### src/pkg/fast_count_pkg.sv
package fast_count_pkg;

	// counter geometry and feedback word layout
	localparam int COUNT_W = 25;
	localparam int WORD_W = 32;
	localparam int BIT_LIFE = 31;
	localparam int BIT_ISO = 30;
	localparam int BIT_PARAM = 29;
	localparam int BIT_EXT = 28;
	localparam int BIT_INPUT = 27;
	localparam int BIT_DIR = 26;
	localparam int BIT_GATE = 25;
	localparam logic [COUNT_W-1:0] COUNT_MAX = {COUNT_W{1'b1}};
	localparam logic [COUNT_W-1:0] COUNT_RESET = 25'h0000000;
	localparam logic [WORD_W-1:0] WORD_RESET = 32'h00000000;

	// input filter times and clock rate
	localparam int CLK_MHZ = 100;
	localparam int FILTER_SHORT_NS = 2500;
	localparam int FILTER_LONG_NS = 25000;
	localparam int FILTER_SHORT_CYC = (FILTER_SHORT_NS * CLK_MHZ + 999) / 1000;
	localparam int FILTER_LONG_CYC = (FILTER_LONG_NS * CLK_MHZ + 999) / 1000;

	// track evaluation
	typedef enum logic [1:0] {
		EVAL_PULSE_DIR = 2'h0,
		EVAL_SINGLE = 2'h1,
		EVAL_DOUBLE = 2'h2,
		EVAL_QUAD = 2'h3
	} eval_e;

	// auxiliary input function
	typedef enum logic [1:0] {
		AUX_INPUT = 2'h0,
		AUX_HARDWARE_GATE = 2'h1,
		AUX_SYNC = 2'h2,
		AUX_BAD = 2'h3
	} aux_func_e;

	// run state, one-hot
	typedef enum logic [2:0] {
		RUN_UNCONF = 3'h1,
		RUN_ACTIVE = 3'h2,
		RUN_HELD = 3'h4
	} run_e;

	// parameter set handed over on each assignment
	typedef struct packed {
		logic stop_continue;
		eval_e eval_mode;
		logic filter_long_a;
		logic filter_long_b;
		logic filter_long_aux;
		logic dir_invert;
		logic gate_interrupt;
		logic gate_invert;
		aux_func_e auxiliary_input_function;
		logic iso_enable;
		logic signed [COUNT_W-1:0] load_value;
	} cfg_s;

	localparam cfg_s CFG_DEFAULT = '{
		stop_continue: 1'b0,
		eval_mode: EVAL_PULSE_DIR,
		filter_long_a: 1'b0,
		filter_long_b: 1'b0,
		filter_long_aux: 1'b0,
		dir_invert: 1'b0,
		gate_interrupt: 1'b0,
		gate_invert: 1'b0,
		auxiliary_input_function: AUX_INPUT,
		iso_enable: 1'b0,
		load_value: 25'h0000000
	};

	// pins as one carrier
	typedef struct packed {
		logic track_a;
		logic track_b;
		logic auxiliary_input;
		logic supply_short;
	} pins_s;

endpackage

### src/rtl/input_filter.sv
`timescale 1ns/1ps
`default_nettype none
module input_filter
	import fast_count_pkg::*;
#(
	parameter int SHORT_CYC = FILTER_SHORT_CYC,
	parameter int LONG_CYC = FILTER_LONG_CYC
) (
	// clock and reset
	input wire logic clk_sys,
	input wire logic sys_rst,
	// raw pin and selection
	input wire logic pin,
	input wire logic use_long,
	// filtered level
	output logic level
);

	initial begin
		if (SHORT_CYC < 1 || LONG_CYC < SHORT_CYC || LONG_CYC > 65535)
			$error("input_filter: bad filter counts");
	end

	typedef struct packed {
		logic [1:0] sync;
		logic [15:0] stable_cnt;
		logic level;
	} filt_s;

	filt_s st;
	filt_s next_st;
	logic [15:0] limit;

	// level changes only after the new value held for the filter time
	always_comb begin
		next_st = st;
		limit = use_long ? 16'(LONG_CYC) : 16'(SHORT_CYC);
		next_st.sync = {st.sync[0], pin};
		if (st.sync[1] == st.level) begin
			next_st.stable_cnt = 16'h0000;
		end else if (st.stable_cnt + 16'h0001 >= limit) begin
			next_st.level = st.sync[1];
			next_st.stable_cnt = 16'h0000;
		end else begin
			next_st.stable_cnt = st.stable_cnt + 16'h0001;
		end
	end

	always_ff @(posedge clk_sys) begin
		if (sys_rst) begin
			st <= '0;
		end else begin
			st <= next_st;
		end
	end

	assign level = st.level;

endmodule // input_filter
`default_nettype wire

### src/rtl/fast_mode_pulse_counter_feedback.sv
`timescale 1ns/1ps
`default_nettype none
// Functional notes
// - sync edge loads counter with start value
// - sync acts only while gate counting active
// - every sync edge reloads, periodic
// - feedback word delivered as one unit
// - life bit inverts on every update
// - isochronous flag when configured and applied
// - parameter fault clears on correct assignment
// - external fault follows supply short
// - input flag mirrors auxiliary input level
// - direction flag one when counting down
// - gate flag shows counting active
// - inverted gate without gate function faults
// - filters selectable short or long
// - pulse-direction or x1/x2/x4 encoder decoding
// - direction track normal or inverted
// - controller stop halts or continues counting
// - counter wraps across 25 bits
// - gate opens rising, closes falling edge
// - no gate function: count after assignment
// - report values at sampling instant
module fast_mode_pulse_counter_feedback
	import fast_count_pkg::*;
#(
	parameter int SHORT_CYC = FILTER_SHORT_CYC,
	parameter int LONG_CYC = FILTER_LONG_CYC
) (
	// clock and reset
	input wire logic clk_sys,
	input wire logic sys_rst,
	// encoder, auxiliary and supply pins
	input wire pins_s pins,
	// parameter assignment
	input wire cfg_s cfg_in,
	input wire logic cfg_load,
	// controller state and bus sampling instant
	input wire logic controller_stop,
	input wire logic iso_active,
	input wire logic sample_strobe,
	// feedback interface
	output logic [WORD_W-1:0] fast_mode_feedback_word,
	output logic feedback_update
);

	initial begin
		if (SHORT_CYC < 1 || LONG_CYC < SHORT_CYC)
			$error("fast_mode_pulse_counter_feedback: bad filter counts");
	end

	typedef struct packed {
		cfg_s cfg;
		run_e run;
		logic [COUNT_W-1:0] count;
		logic dir_down;
		logic hardware_gate;
		logic param_fault;
		logic prev_a;
		logic prev_b;
		logic prev_aux;
		logic [1:0] short_sync;
		logic [WORD_W-1:0] word;
		logic update;
	} state_s;

	state_s st;
	state_s next_st;
	logic lvl_a;
	logic lvl_b;
	logic lvl_aux;
	logic gate_lvl;
	logic gate_rise;
	logic gate_fall;
	logic aux_rise;
	logic counting;
	logic step;
	logic step_up;
	logic sync_hit;
	logic cfg_fault;

	// debounced tracks and auxiliary input, filter time chosen per input
	input_filter #(.SHORT_CYC(SHORT_CYC), .LONG_CYC(LONG_CYC)) filt_a (
		.clk_sys(clk_sys),
		.sys_rst(sys_rst),
		.pin(pins.track_a),
		.use_long(st.cfg.filter_long_a),
		.level(lvl_a)
	);
	input_filter #(.SHORT_CYC(SHORT_CYC), .LONG_CYC(LONG_CYC)) filt_b (
		.clk_sys(clk_sys),
		.sys_rst(sys_rst),
		.pin(pins.track_b),
		.use_long(st.cfg.filter_long_b),
		.level(lvl_b)
	);
	input_filter #(.SHORT_CYC(SHORT_CYC), .LONG_CYC(LONG_CYC)) filt_aux (
		.clk_sys(clk_sys),
		.sys_rst(sys_rst),
		.pin(pins.auxiliary_input),
		.use_long(st.cfg.filter_long_aux),
		.level(lvl_aux)
	);

	// auxiliary edges, gate polarity applied only in gate function
	always_comb begin
		aux_rise = lvl_aux & ~st.prev_aux;
		gate_lvl = lvl_aux ^ st.cfg.gate_invert;
		gate_rise = gate_lvl & ~(st.prev_aux ^ st.cfg.gate_invert);
		gate_fall = ~gate_lvl & (st.prev_aux ^ st.cfg.gate_invert);
	end

	// counting is live when assigned, not held, gate open, parameters sane
	assign counting = (st.run == RUN_ACTIVE) && st.hardware_gate && !st.param_fault;

	// track decoding: step request and its direction
	always_comb begin
		step = 1'b0;
		step_up = 1'b0;
		case (st.cfg.eval_mode)
			EVAL_PULSE_DIR: begin
				step = lvl_a & ~st.prev_a;
				step_up = ~lvl_b;
			end
			EVAL_SINGLE: begin
				step = (lvl_a ^ st.prev_a) & ~lvl_b & ~st.prev_b;
				step_up = lvl_a ^ st.prev_b;
			end
			EVAL_DOUBLE: begin
				step = (lvl_a ^ st.prev_a) & ~(lvl_b ^ st.prev_b);
				step_up = lvl_a ^ st.prev_b;
			end
			EVAL_QUAD: begin
				step = (lvl_a ^ st.prev_a) ^ (lvl_b ^ st.prev_b);
				step_up = lvl_a ^ st.prev_b;
			end
			default: begin
				step = 1'b0;
				step_up = 1'b0;
			end
		endcase
		step_up = step_up ^ st.cfg.dir_invert;
	end

	// reference edge honoured only with counting active
	assign sync_hit = (st.cfg.auxiliary_input_function == AUX_SYNC) && aux_rise && counting;

	// inverted gate without gate function, or unknown function, is a fault
	assign cfg_fault = (cfg_in.gate_invert && cfg_in.auxiliary_input_function != AUX_HARDWARE_GATE)
		|| cfg_in.auxiliary_input_function == AUX_BAD;

	// next-state logic
	always_comb begin
		next_st = st;
		next_st.prev_a = lvl_a;
		next_st.prev_b = lvl_b;
		next_st.prev_aux = lvl_aux;
		next_st.short_sync = {st.short_sync[0], pins.supply_short};
		next_st.update = 1'b0;

		// run state follows assignment and controller stop
		case (st.run)
			RUN_UNCONF: begin
				next_st.run = RUN_UNCONF;
			end
			RUN_ACTIVE: begin
				if (controller_stop && !st.cfg.stop_continue)
					next_st.run = RUN_HELD;
			end
			RUN_HELD: begin
				if (!controller_stop || st.cfg.stop_continue)
					next_st.run = RUN_ACTIVE;
			end
			default: begin
				next_st.run = RUN_UNCONF;
			end
		endcase

		// counting with wrap, sync reload wins over a step
		if (sync_hit) begin
			next_st.count = st.cfg.load_value;
		end else if (counting && step) begin
			next_st.count = step_up ? st.count + 25'h0000001 : st.count - 25'h0000001;
			next_st.dir_down = ~step_up;
		end

		// hardware gate edges; cancel reloads, interrupt resumes
		if (st.cfg.auxiliary_input_function == AUX_HARDWARE_GATE) begin
			if (gate_rise) begin
				next_st.hardware_gate = 1'b1;
				if (!st.cfg.gate_interrupt)
					next_st.count = st.cfg.load_value;
			end else if (gate_fall) begin
				next_st.hardware_gate = 1'b0;
			end
		end

		// assignment: load start value, fault flag re-evaluated
		if (cfg_load) begin
			next_st.cfg = cfg_in;
			next_st.count = cfg_in.load_value;
			next_st.param_fault = cfg_fault;
			next_st.run = (controller_stop && !cfg_in.stop_continue) ? RUN_HELD : RUN_ACTIVE;
			if (cfg_in.auxiliary_input_function == AUX_HARDWARE_GATE)
				next_st.hardware_gate = lvl_aux ^ cfg_in.gate_invert;
			else
				next_st.hardware_gate = 1'b1;
		end

		// capture the whole word at the sampling instant
		if (sample_strobe) begin
			next_st.word[BIT_LIFE] = ~st.word[BIT_LIFE];
			next_st.word[BIT_ISO] = st.cfg.iso_enable & iso_active & (st.run != RUN_UNCONF);
			next_st.word[BIT_PARAM] = st.param_fault;
			next_st.word[BIT_EXT] = st.short_sync[1];
			next_st.word[BIT_INPUT] = lvl_aux;
			next_st.word[BIT_DIR] = st.dir_down;
			next_st.word[BIT_GATE] = counting;
			next_st.word[COUNT_W-1:0] = st.count;
			next_st.update = 1'b1;
		end
	end

	// one register for all state
	always_ff @(posedge clk_sys) begin
		if (sys_rst) begin
			st.cfg <= CFG_DEFAULT;
			st.run <= RUN_UNCONF;
			st.count <= COUNT_RESET;
			st.dir_down <= 1'b0;
			st.hardware_gate <= 1'b0;
			st.param_fault <= 1'b0;
			st.prev_a <= 1'b0;
			st.prev_b <= 1'b0;
			st.prev_aux <= 1'b0;
			st.short_sync <= 2'h0;
			st.word <= WORD_RESET;
			st.update <= 1'b0;
		end else begin
			st <= next_st;
		end
	end

	// word only changes at the sampling instant
	assign fast_mode_feedback_word = st.word;
	assign feedback_update = st.update;

	// helper: last assigned load value
	logic [COUNT_W-1:0] load_seen;
	assign load_seen = st.cfg.load_value;
endmodule // fast_mode_pulse_counter_feedback
`default_nettype wire

### config.mk
export PLATFORM = sky130hd
export DESIGN_NAME = fast_mode_pulse_counter_feedback
export DESIGN_NICKNAME = d
export VERILOG_FILES = /design/src/pkg/fast_count_pkg.sv /design/src/rtl/input_filter.sv /design/src/rtl/fast_mode_pulse_counter_feedback.sv
export SDC_FILE = /design/constraint.sdc
export NUM_CORES = 1
export LEC_CHECK = 0
export BUFFER_PORTS_ARGS = -buffer_cell sky130_fd_sc_hd__buf_2
export CORE_ASPECT_RATIO = 0.9
export CORE_MARGIN = 2
export CORE_UTILIZATION = 60
export CTS_BUF_LIST = sky130_fd_sc_hd__clkbuf_8
export CTS_CLUSTER_DIAMETER = 50
export DETAILED_ROUTE_END_ITERATION = 8
export PLACE_DENSITY = 0.81
export SLEW_MARGIN = 0
export SYNTH_ARGS = -nofsm -noshare
export SYNTH_HDL_FRONTEND = slang
export SYNTH_SLANG_ARGS = --single-unit
### constraint.sdc
create_clock -name clk_sys -period 4.3 [get_ports clk_sys]
set_input_delay 0.215 -clock clk_sys [delete_from_list [all_inputs] [get_ports clk_sys]]
set_output_delay 0.215 -clock clk_sys [all_outputs]
set_load 0.03 [all_outputs]
Yosys cells after proc, flatten, opt, wreduce, memory -nomap -nowiden
Cells that the tools add are included.

storage, ports and cells
  bits in registers = 163
  latch bits = 0
  RAM bits = 0
  ROM bits = 0
  bits of input ports = 47
  output and inout port bits = 33
  word-level logic and storage cells = 134
  memories = 0

cells by class
  add/subtract/negate cells = 5
  $mul = 0
  divide/modulo/power cells = 0
  magnitude comparators = 3
  equality and inequality tests = 16
  shift-type cells = 0
  muxes and demuxes = 22
  bitwise operators = 30
  reduce and logical (&&, ||, !) cells = 27

operator list
  kind                   number
  $mux 25                5
  $add 16x1->16 const B  3
  $ge 16x16->1           3
  $mux 12                3
  $mux 28                1
  $mux 26                1
  $add 25x1->25 const B  1
  $sub 25x1->25 const B  1
  $not 1->1              13
  $reduce_and 2->1       6
  $reduce_or 3->1        4
  $and 1x1->1            9
  $mux 3                 3
  $eq 2x2->1 const B     4
  $logic_and 1x1->1      8
  $xor 1x1->1            8
  $eq 2x1->1 const B     3
  $pmux 3 s2             1
  $mux 1                 5
  $logic_not 1->1        4
  $pmux 1 s4             1
  $eq 1x1->1             3
  $eq 3x2->1 const B     1
  $eq 3x3->1 const B     1
  other kinds (10)       11

Logic depth before layout (Yosys ltp)
  depth in word-level cells = 11
  gate-level depth with buffers = 14
  depth with buffers taken out = 12

Modules after synthesis
A second synthesis with hierarchy kept.

unflattened totals
  cells, all modules = 976
  area total of the unflattened synthesis = 8560.7 um2

by module, submodules not included
  module                            times used  cells each  area an instance (um2)  sequential area each (um2)
  fast_mode_pulse_counter_feedback  1           669         5526.6                  2122.0
  input_filter at filt_a ...        2           102         1019.7                  380.4
  input_filter at filt_b            1           103         994.7                   380.4

Worst setup path before layout
OpenSTA, ideal clock, no wires.

  path type = register -> register
  start = reg filt_a.st, in the netlist filt_a.level
  end = reg st[63] in the netlist's numbering
  data arrival time = 3.176 ns
  data required time = 4.165 ns
  setup slack = 0.989 ns
  cell stages (with the launch flop) = 15
  buffers on the path = 2
  clock period less this slack = 3.311 ns
  cell sequence = dfxtp_1 -> xnor2_1 -> mux2i_1 -> nor2_1 -> buf_2 -> buf_1 -> xnor2_1 -> ha_1 -> and3_1 -> nand2_1 -> or4_1 -> a22oi_1 -> mux2i_1 -> xnor2_1 -> o32ai_1

on the way
  longest elaborated chain between the ends = 11

RTL lines
  element                   line                                                                                                                       text
  start, declared           input_filter.sv:30                                                                                                         filt_s st;
  start signal, assigned    input_filter.sv:53                                                                                                         st <= next_st;
  $xor 1x1->1               fast_mode_pulse_counter_feedback.sv:126, fast_mode_pulse_counter_feedback.sv:130, fast_mode_pulse_counter_feedback.sv:134
  $and 1x1->1 (2 in a row)  fast_mode_pulse_counter_feedback.sv:126                                                                                    step = (lvl_a ^ st.prev_a) & ~lvl_b & ~st.prev_b;
  $pmux 1 s4                fast_mode_pulse_counter_feedback.sv:120                                                                                    case (st.cfg.eval_mode)
  $logic_and 1x1->1         fast_mode_pulse_counter_feedback.sv:182                                                                                    end else if (counting && step) begin
  $mux 26 *                 fast_mode_pulse_counter_feedback.sv:182
  $mux 25 *                 fast_mode_pulse_counter_feedback.sv:180                                                                                    if (sync_hit) begin
  $mux 25                   fast_mode_pulse_counter_feedback.sv:191                                                                                    if (!st.cfg.gate_interrupt)
  $mux 25                   fast_mode_pulse_counter_feedback.sv:189                                                                                    if (gate_rise) begin
  $mux 25 *                 fast_mode_pulse_counter_feedback.sv:188                                                                                    if (st.cfg.auxiliary_input_function == AUX_HARDWARE_GATE) begin
  $mux 28 *                 fast_mode_pulse_counter_feedback.sv:199                                                                                    if (cfg_load) begin
  end signal, assigned      fast_mode_pulse_counter_feedback.sv:240                                                                                    st <= next_st;
  end, declared             fast_mode_pulse_counter_feedback.sv:67                                                                                     state_s st;

Mark *: on every way between the ends. The rest lies on a longest branch, timed or not.
A chain may end at the register's enable or synchronous reset.

Final worst setup path
  start = reg filt_b.st, in the netlist filt_b.level
  end = reg st[63] in the netlist's numbering

on the way
  longest elaborated chain between the ends = 11

RTL lines
  element                                          line
  start, declared                                  input_filter.sv:30
  start signal, assigned                           input_filter.sv:53
  $xor 1x1->1 / $not 1->1 (equally long branches)  n/a
  $not 1->1 / $and 1x1->1 (equally long branches)  fast_mode_pulse_counter_feedback.sv:130, fast_mode_pulse_counter_feedback.sv:126
  $and 1x1->1 (on tied branches)                   fast_mode_pulse_counter_feedback.sv:130, fast_mode_pulse_counter_feedback.sv:126
  $pmux 1 s4                                       fast_mode_pulse_counter_feedback.sv:120
  $logic_and 1x1->1                                fast_mode_pulse_counter_feedback.sv:182
  $mux 26 *                                        fast_mode_pulse_counter_feedback.sv:182
  $mux 25 *                                        fast_mode_pulse_counter_feedback.sv:180
  $mux 25                                          fast_mode_pulse_counter_feedback.sv:191
  $mux 25                                          fast_mode_pulse_counter_feedback.sv:189
  $mux 25 *                                        fast_mode_pulse_counter_feedback.sv:188
  $mux 28 *                                        fast_mode_pulse_counter_feedback.sv:199

Marked as above.

==> impl_summary.txt <==
----------------------------------------------------
[Status]
  Outcome ... completed

[Clocking]
  Number of buffers added by the clock tree synthesis step ... 17
  Maximum buffer depth of the clock tree ... 2
  Number of sinks driven by the clock tree ... 163
  Source-to-sink clock delay at the later pin of the worst-skew pair ... 0.47 ns
  Clock-pin slew reported for the worst setup and hold paths after clock tree synthesis ... 0.09 ns
  CTS tree ... built
  Root buffer cell ... clkbuf_8
  Number of setup buffers added after CTS ... 0
  CTS H-tree depth ... 4

[Timing]
  Setup TNS ... 0 ns
  Worst max-slew margin expressed relative to the limit ... 0.320
  Maximum clock frequency ... 0.291 GHz
  Unrepaired setup endpoints after global routing ... false
  Worst Tran Pin Value ... 1.01 ns
  Post-layout worst setup margin ... 0.868 ns
  Final Cycle Share ... 0.798
  Final setup fails ... 0
  Number of max-slew violations in the final report ... 0
  Final hold vios ... 0
  Worst Skew ... 0.00759 ns
  Shortest clock period the worst path allows after layout ... 3.43 ns

[Floorplan]
  Initial Util ... 0.619
  Die Ht ... 116 um
  DIE AREA ... 14,900 um^2
  Rows ... 40
  Ports ... 80
  Core region area ... 13,500 um^2
  Die outline width ... 128 um

[Critical path]
  Setup CP Type ... flip-flop to flip-flop
  Delay of the slowest cell on the worst path ... 0.61 ns
  Critical path cell sequence ... nand2b_1 -> a211oi_1 -> nor2_1 -> xnor2_1 -> ha_1 -> and3_1 -> nand2_1 -> or4_1 -> a22oi_1 -> mux2i_1 -> xnor2_1 -> o32ai_1
  Critical Path Start Type ... flip-flop
  Worst path arrival time ... 3.77 ns
  Most frequent CP cell ... xnor2_1
  Max stage delay cell, worst path ... or4_1
  Kind of capture point of the worst setup path ... flip-flop
  Highest fanout seen on the critical path ... 6
  Required @ worst endpoint ... 4.64 ns

[Global route]
  Overall routing resource usage ... 0.252
  First-pass GRT wire length ... 29.8 mm
  Vias in the first global route ... 6,267
  Grt total ovfl ... 0
  Largest net degree at the start of global routing ... 87
  Number of antenna violations at the first check in global routing ... 0

[Drt]
  DRC Markers ... 0
  Routed wirelength normalized by instance count ... 14.8 um
  Detailed-router iteration count before antenna repair ... 5
  Number of nets still failing antenna checks after routing ... 0
  Drt via density ... 5.68
  First DRT Iteration DRCs ... 478
  Vias after detailed routing ... 6,834
  Total routed wirelength ... 17.9 mm

[Placed design]
  Port buffer count ... 79
  Cell count after placement ... 1,152
  Worst setup slack before clock tree synthesis ... 0.935 ns
  Final HPWL DP ... 11.9 mm
  Final weighted congestion of routability-driven global placement ... 0.948

[Finish]
  Final cell count without fillers ... 1,203
  Net count, final ... 1,097
  Layout Area Growth over Synthesis ... 9.99%
  ANT cells ... 0
  Fraction of final layout cells sized beyond drive strength 1 ... 0.124

[Yosys]
  Number of flip-flops and latches in the synthesized netlist ... 163
  Mapped Cells ... 981
  Yosys warns ... 0
  Share of async-settable or async-resettable flops after synthesis ... 0
  Mean instance size in the synthesized netlist ... 8.50 um^2
  Cell area after technology mapping ... 8340 um^2
  Most used DFF post-synth ... dfxtp_1
  Yosys cell types ... 60
  Count of flip-flops with a built-in enable after synthesis ... 0
  Sequential-to-total area share from yosys stat ... 0.391

[Pwr]
  Leakage power ... 3.84 nW
  Power per cell area ... 342 nW/um^2
  Worst vdd ir ... 0.242 mV
  Pwr Total ... 0.00314 W

[Hold path]
  Worst min-delay path class ... input pin to flip-flop

[Run]
  Number of max-cap violations ... 0

----------------------------------------------------
-- worst paths after layout --
path / from / to / slack (ns) / cells past startpoint
worst max register to register: filt_b.level / st[63] / 0.87 / 12
worst max-delay path: filt_b.level / st[63] / 0.87 / 12
worst min register to register: next_st[34] / st[34] / 0.45 / 1
worst min-delay path: iso_active / fast_mode_feedback_word[30] / 0.02 / 3
-- sequential cells by signal, summed over array words and instances (netlist names), 17 cells and up --
name and flops:
fast_mode_feedback_word 32, filt_a.st 17, filt_aux.st 17, filt_b.st 17
load_seen 25, st 47
-- synth_stat cells (12+ instances only) --
library cell	count	area [um^2]
dfxtp_1	163	3260
nor2_1	129	484
nand2_1	68	255
a21oi_1	60	300
mux2i_1	59	591
clkbuf_1	47	176
xnor2_1	42	368
nor2b_1	35	219
buf_4	32	240
nand3_1	32	160
o21ai_0	29	145
ha_1	27	338
nand2b_1	26	163
xor2_1	23	201
and3_1	21	131
nor3_1	21	105
inv_1	19	71.3
nand4_1	17	106
a21o_1	12	90.1
o32ai_1	12	105
-- final cells by class --
type                       count  area (um^2)
clock buffer                  21          289
clock inverter                10          130
fill                        1133         4290
inverter                      19         71.3
multi-input combinational    719         4580
sequential                   163         3260
tap                          168          210
timing repair buffer         103          631
-- repair_timing --
item,4_1_cts,5_1_grt
hold buffers,20,0
gates resized for setup,0,0
hold endpoints to repair,22,0
-- routing by layer --
metal | up-vias | GRT usage | part of all wire
li1 | 3441 | - | -
met1 | 3128 | 0.348 | 0.49
met2 | 228 | 0.386 | 0.43
met3 | 37 | 0.0517 | 0.059
met4 | 0 | 0.110 | 0.022
met5 | - | 0 | 0
-- through the flow --
stage / utilization / area, um^2 / hold WS (ns)
floorplan: - / 8380 / 0.334
global placement: 0.635 / 8550 / 0.423
detailed placement: 0.635 / 8550 / 0.431
CTS: 0.681 / 9170 / 0.000302
global route: 0.681 / 9170 / 0.00804
finish: 0.681 / 9170 / 0.0226
-- power breakdown --
group / switching (W) / internal (W)
sequential: 0.0000555 / 0.00156
clock: 0.000553 / 0.000627
combinational: 0.000193 / 0.000147
-- cell families after synthesis --
family | Yosys count | share of synthesized area
compound gates | 160 | 0.123
xor+xnor | 65 | 0.0683
fa+ha+maj | 27 | 0.0405
buf+inv | 110 | 0.0656
flops | 163 | 0.391
mux | 63 | 0.0776
other cells | 1 | 0.000450
simple gates | 392 | 0.234
-- worst max-delay path: cells and delay by family (launching register included) --
kind                       cells  cell delay, ns
adders and majority gates      1            0.27
DFF                            1            0.38
muxes                          1            0.25
xor gates and xnor gates       2            0.31
and+or+nand+nor                5            1.30
AOI/OAI and AO/OA              3            0.81
-- placed cells by master, fill, tap and decap left out, drive strengths merged, types with 22 or more instances in the layout --
cell type | synthesis | routed
dfxtp | 163 | 163
nor2 | 129 | 129
ha | 27 | 27
a21oi | 61 | 61
nor3 | 22 | 22
mux2i | 59 | 59
xnor2 | 42 | 42
nand2b | 26 | 26
buf | 44 | 83
nand3 | 32 | 32
nor2b | 35 | 35
nand2 | 68 | 68
o21ai | 31 | 31
xor2 | 23 | 23
Power figures use the tool's default switching activity.
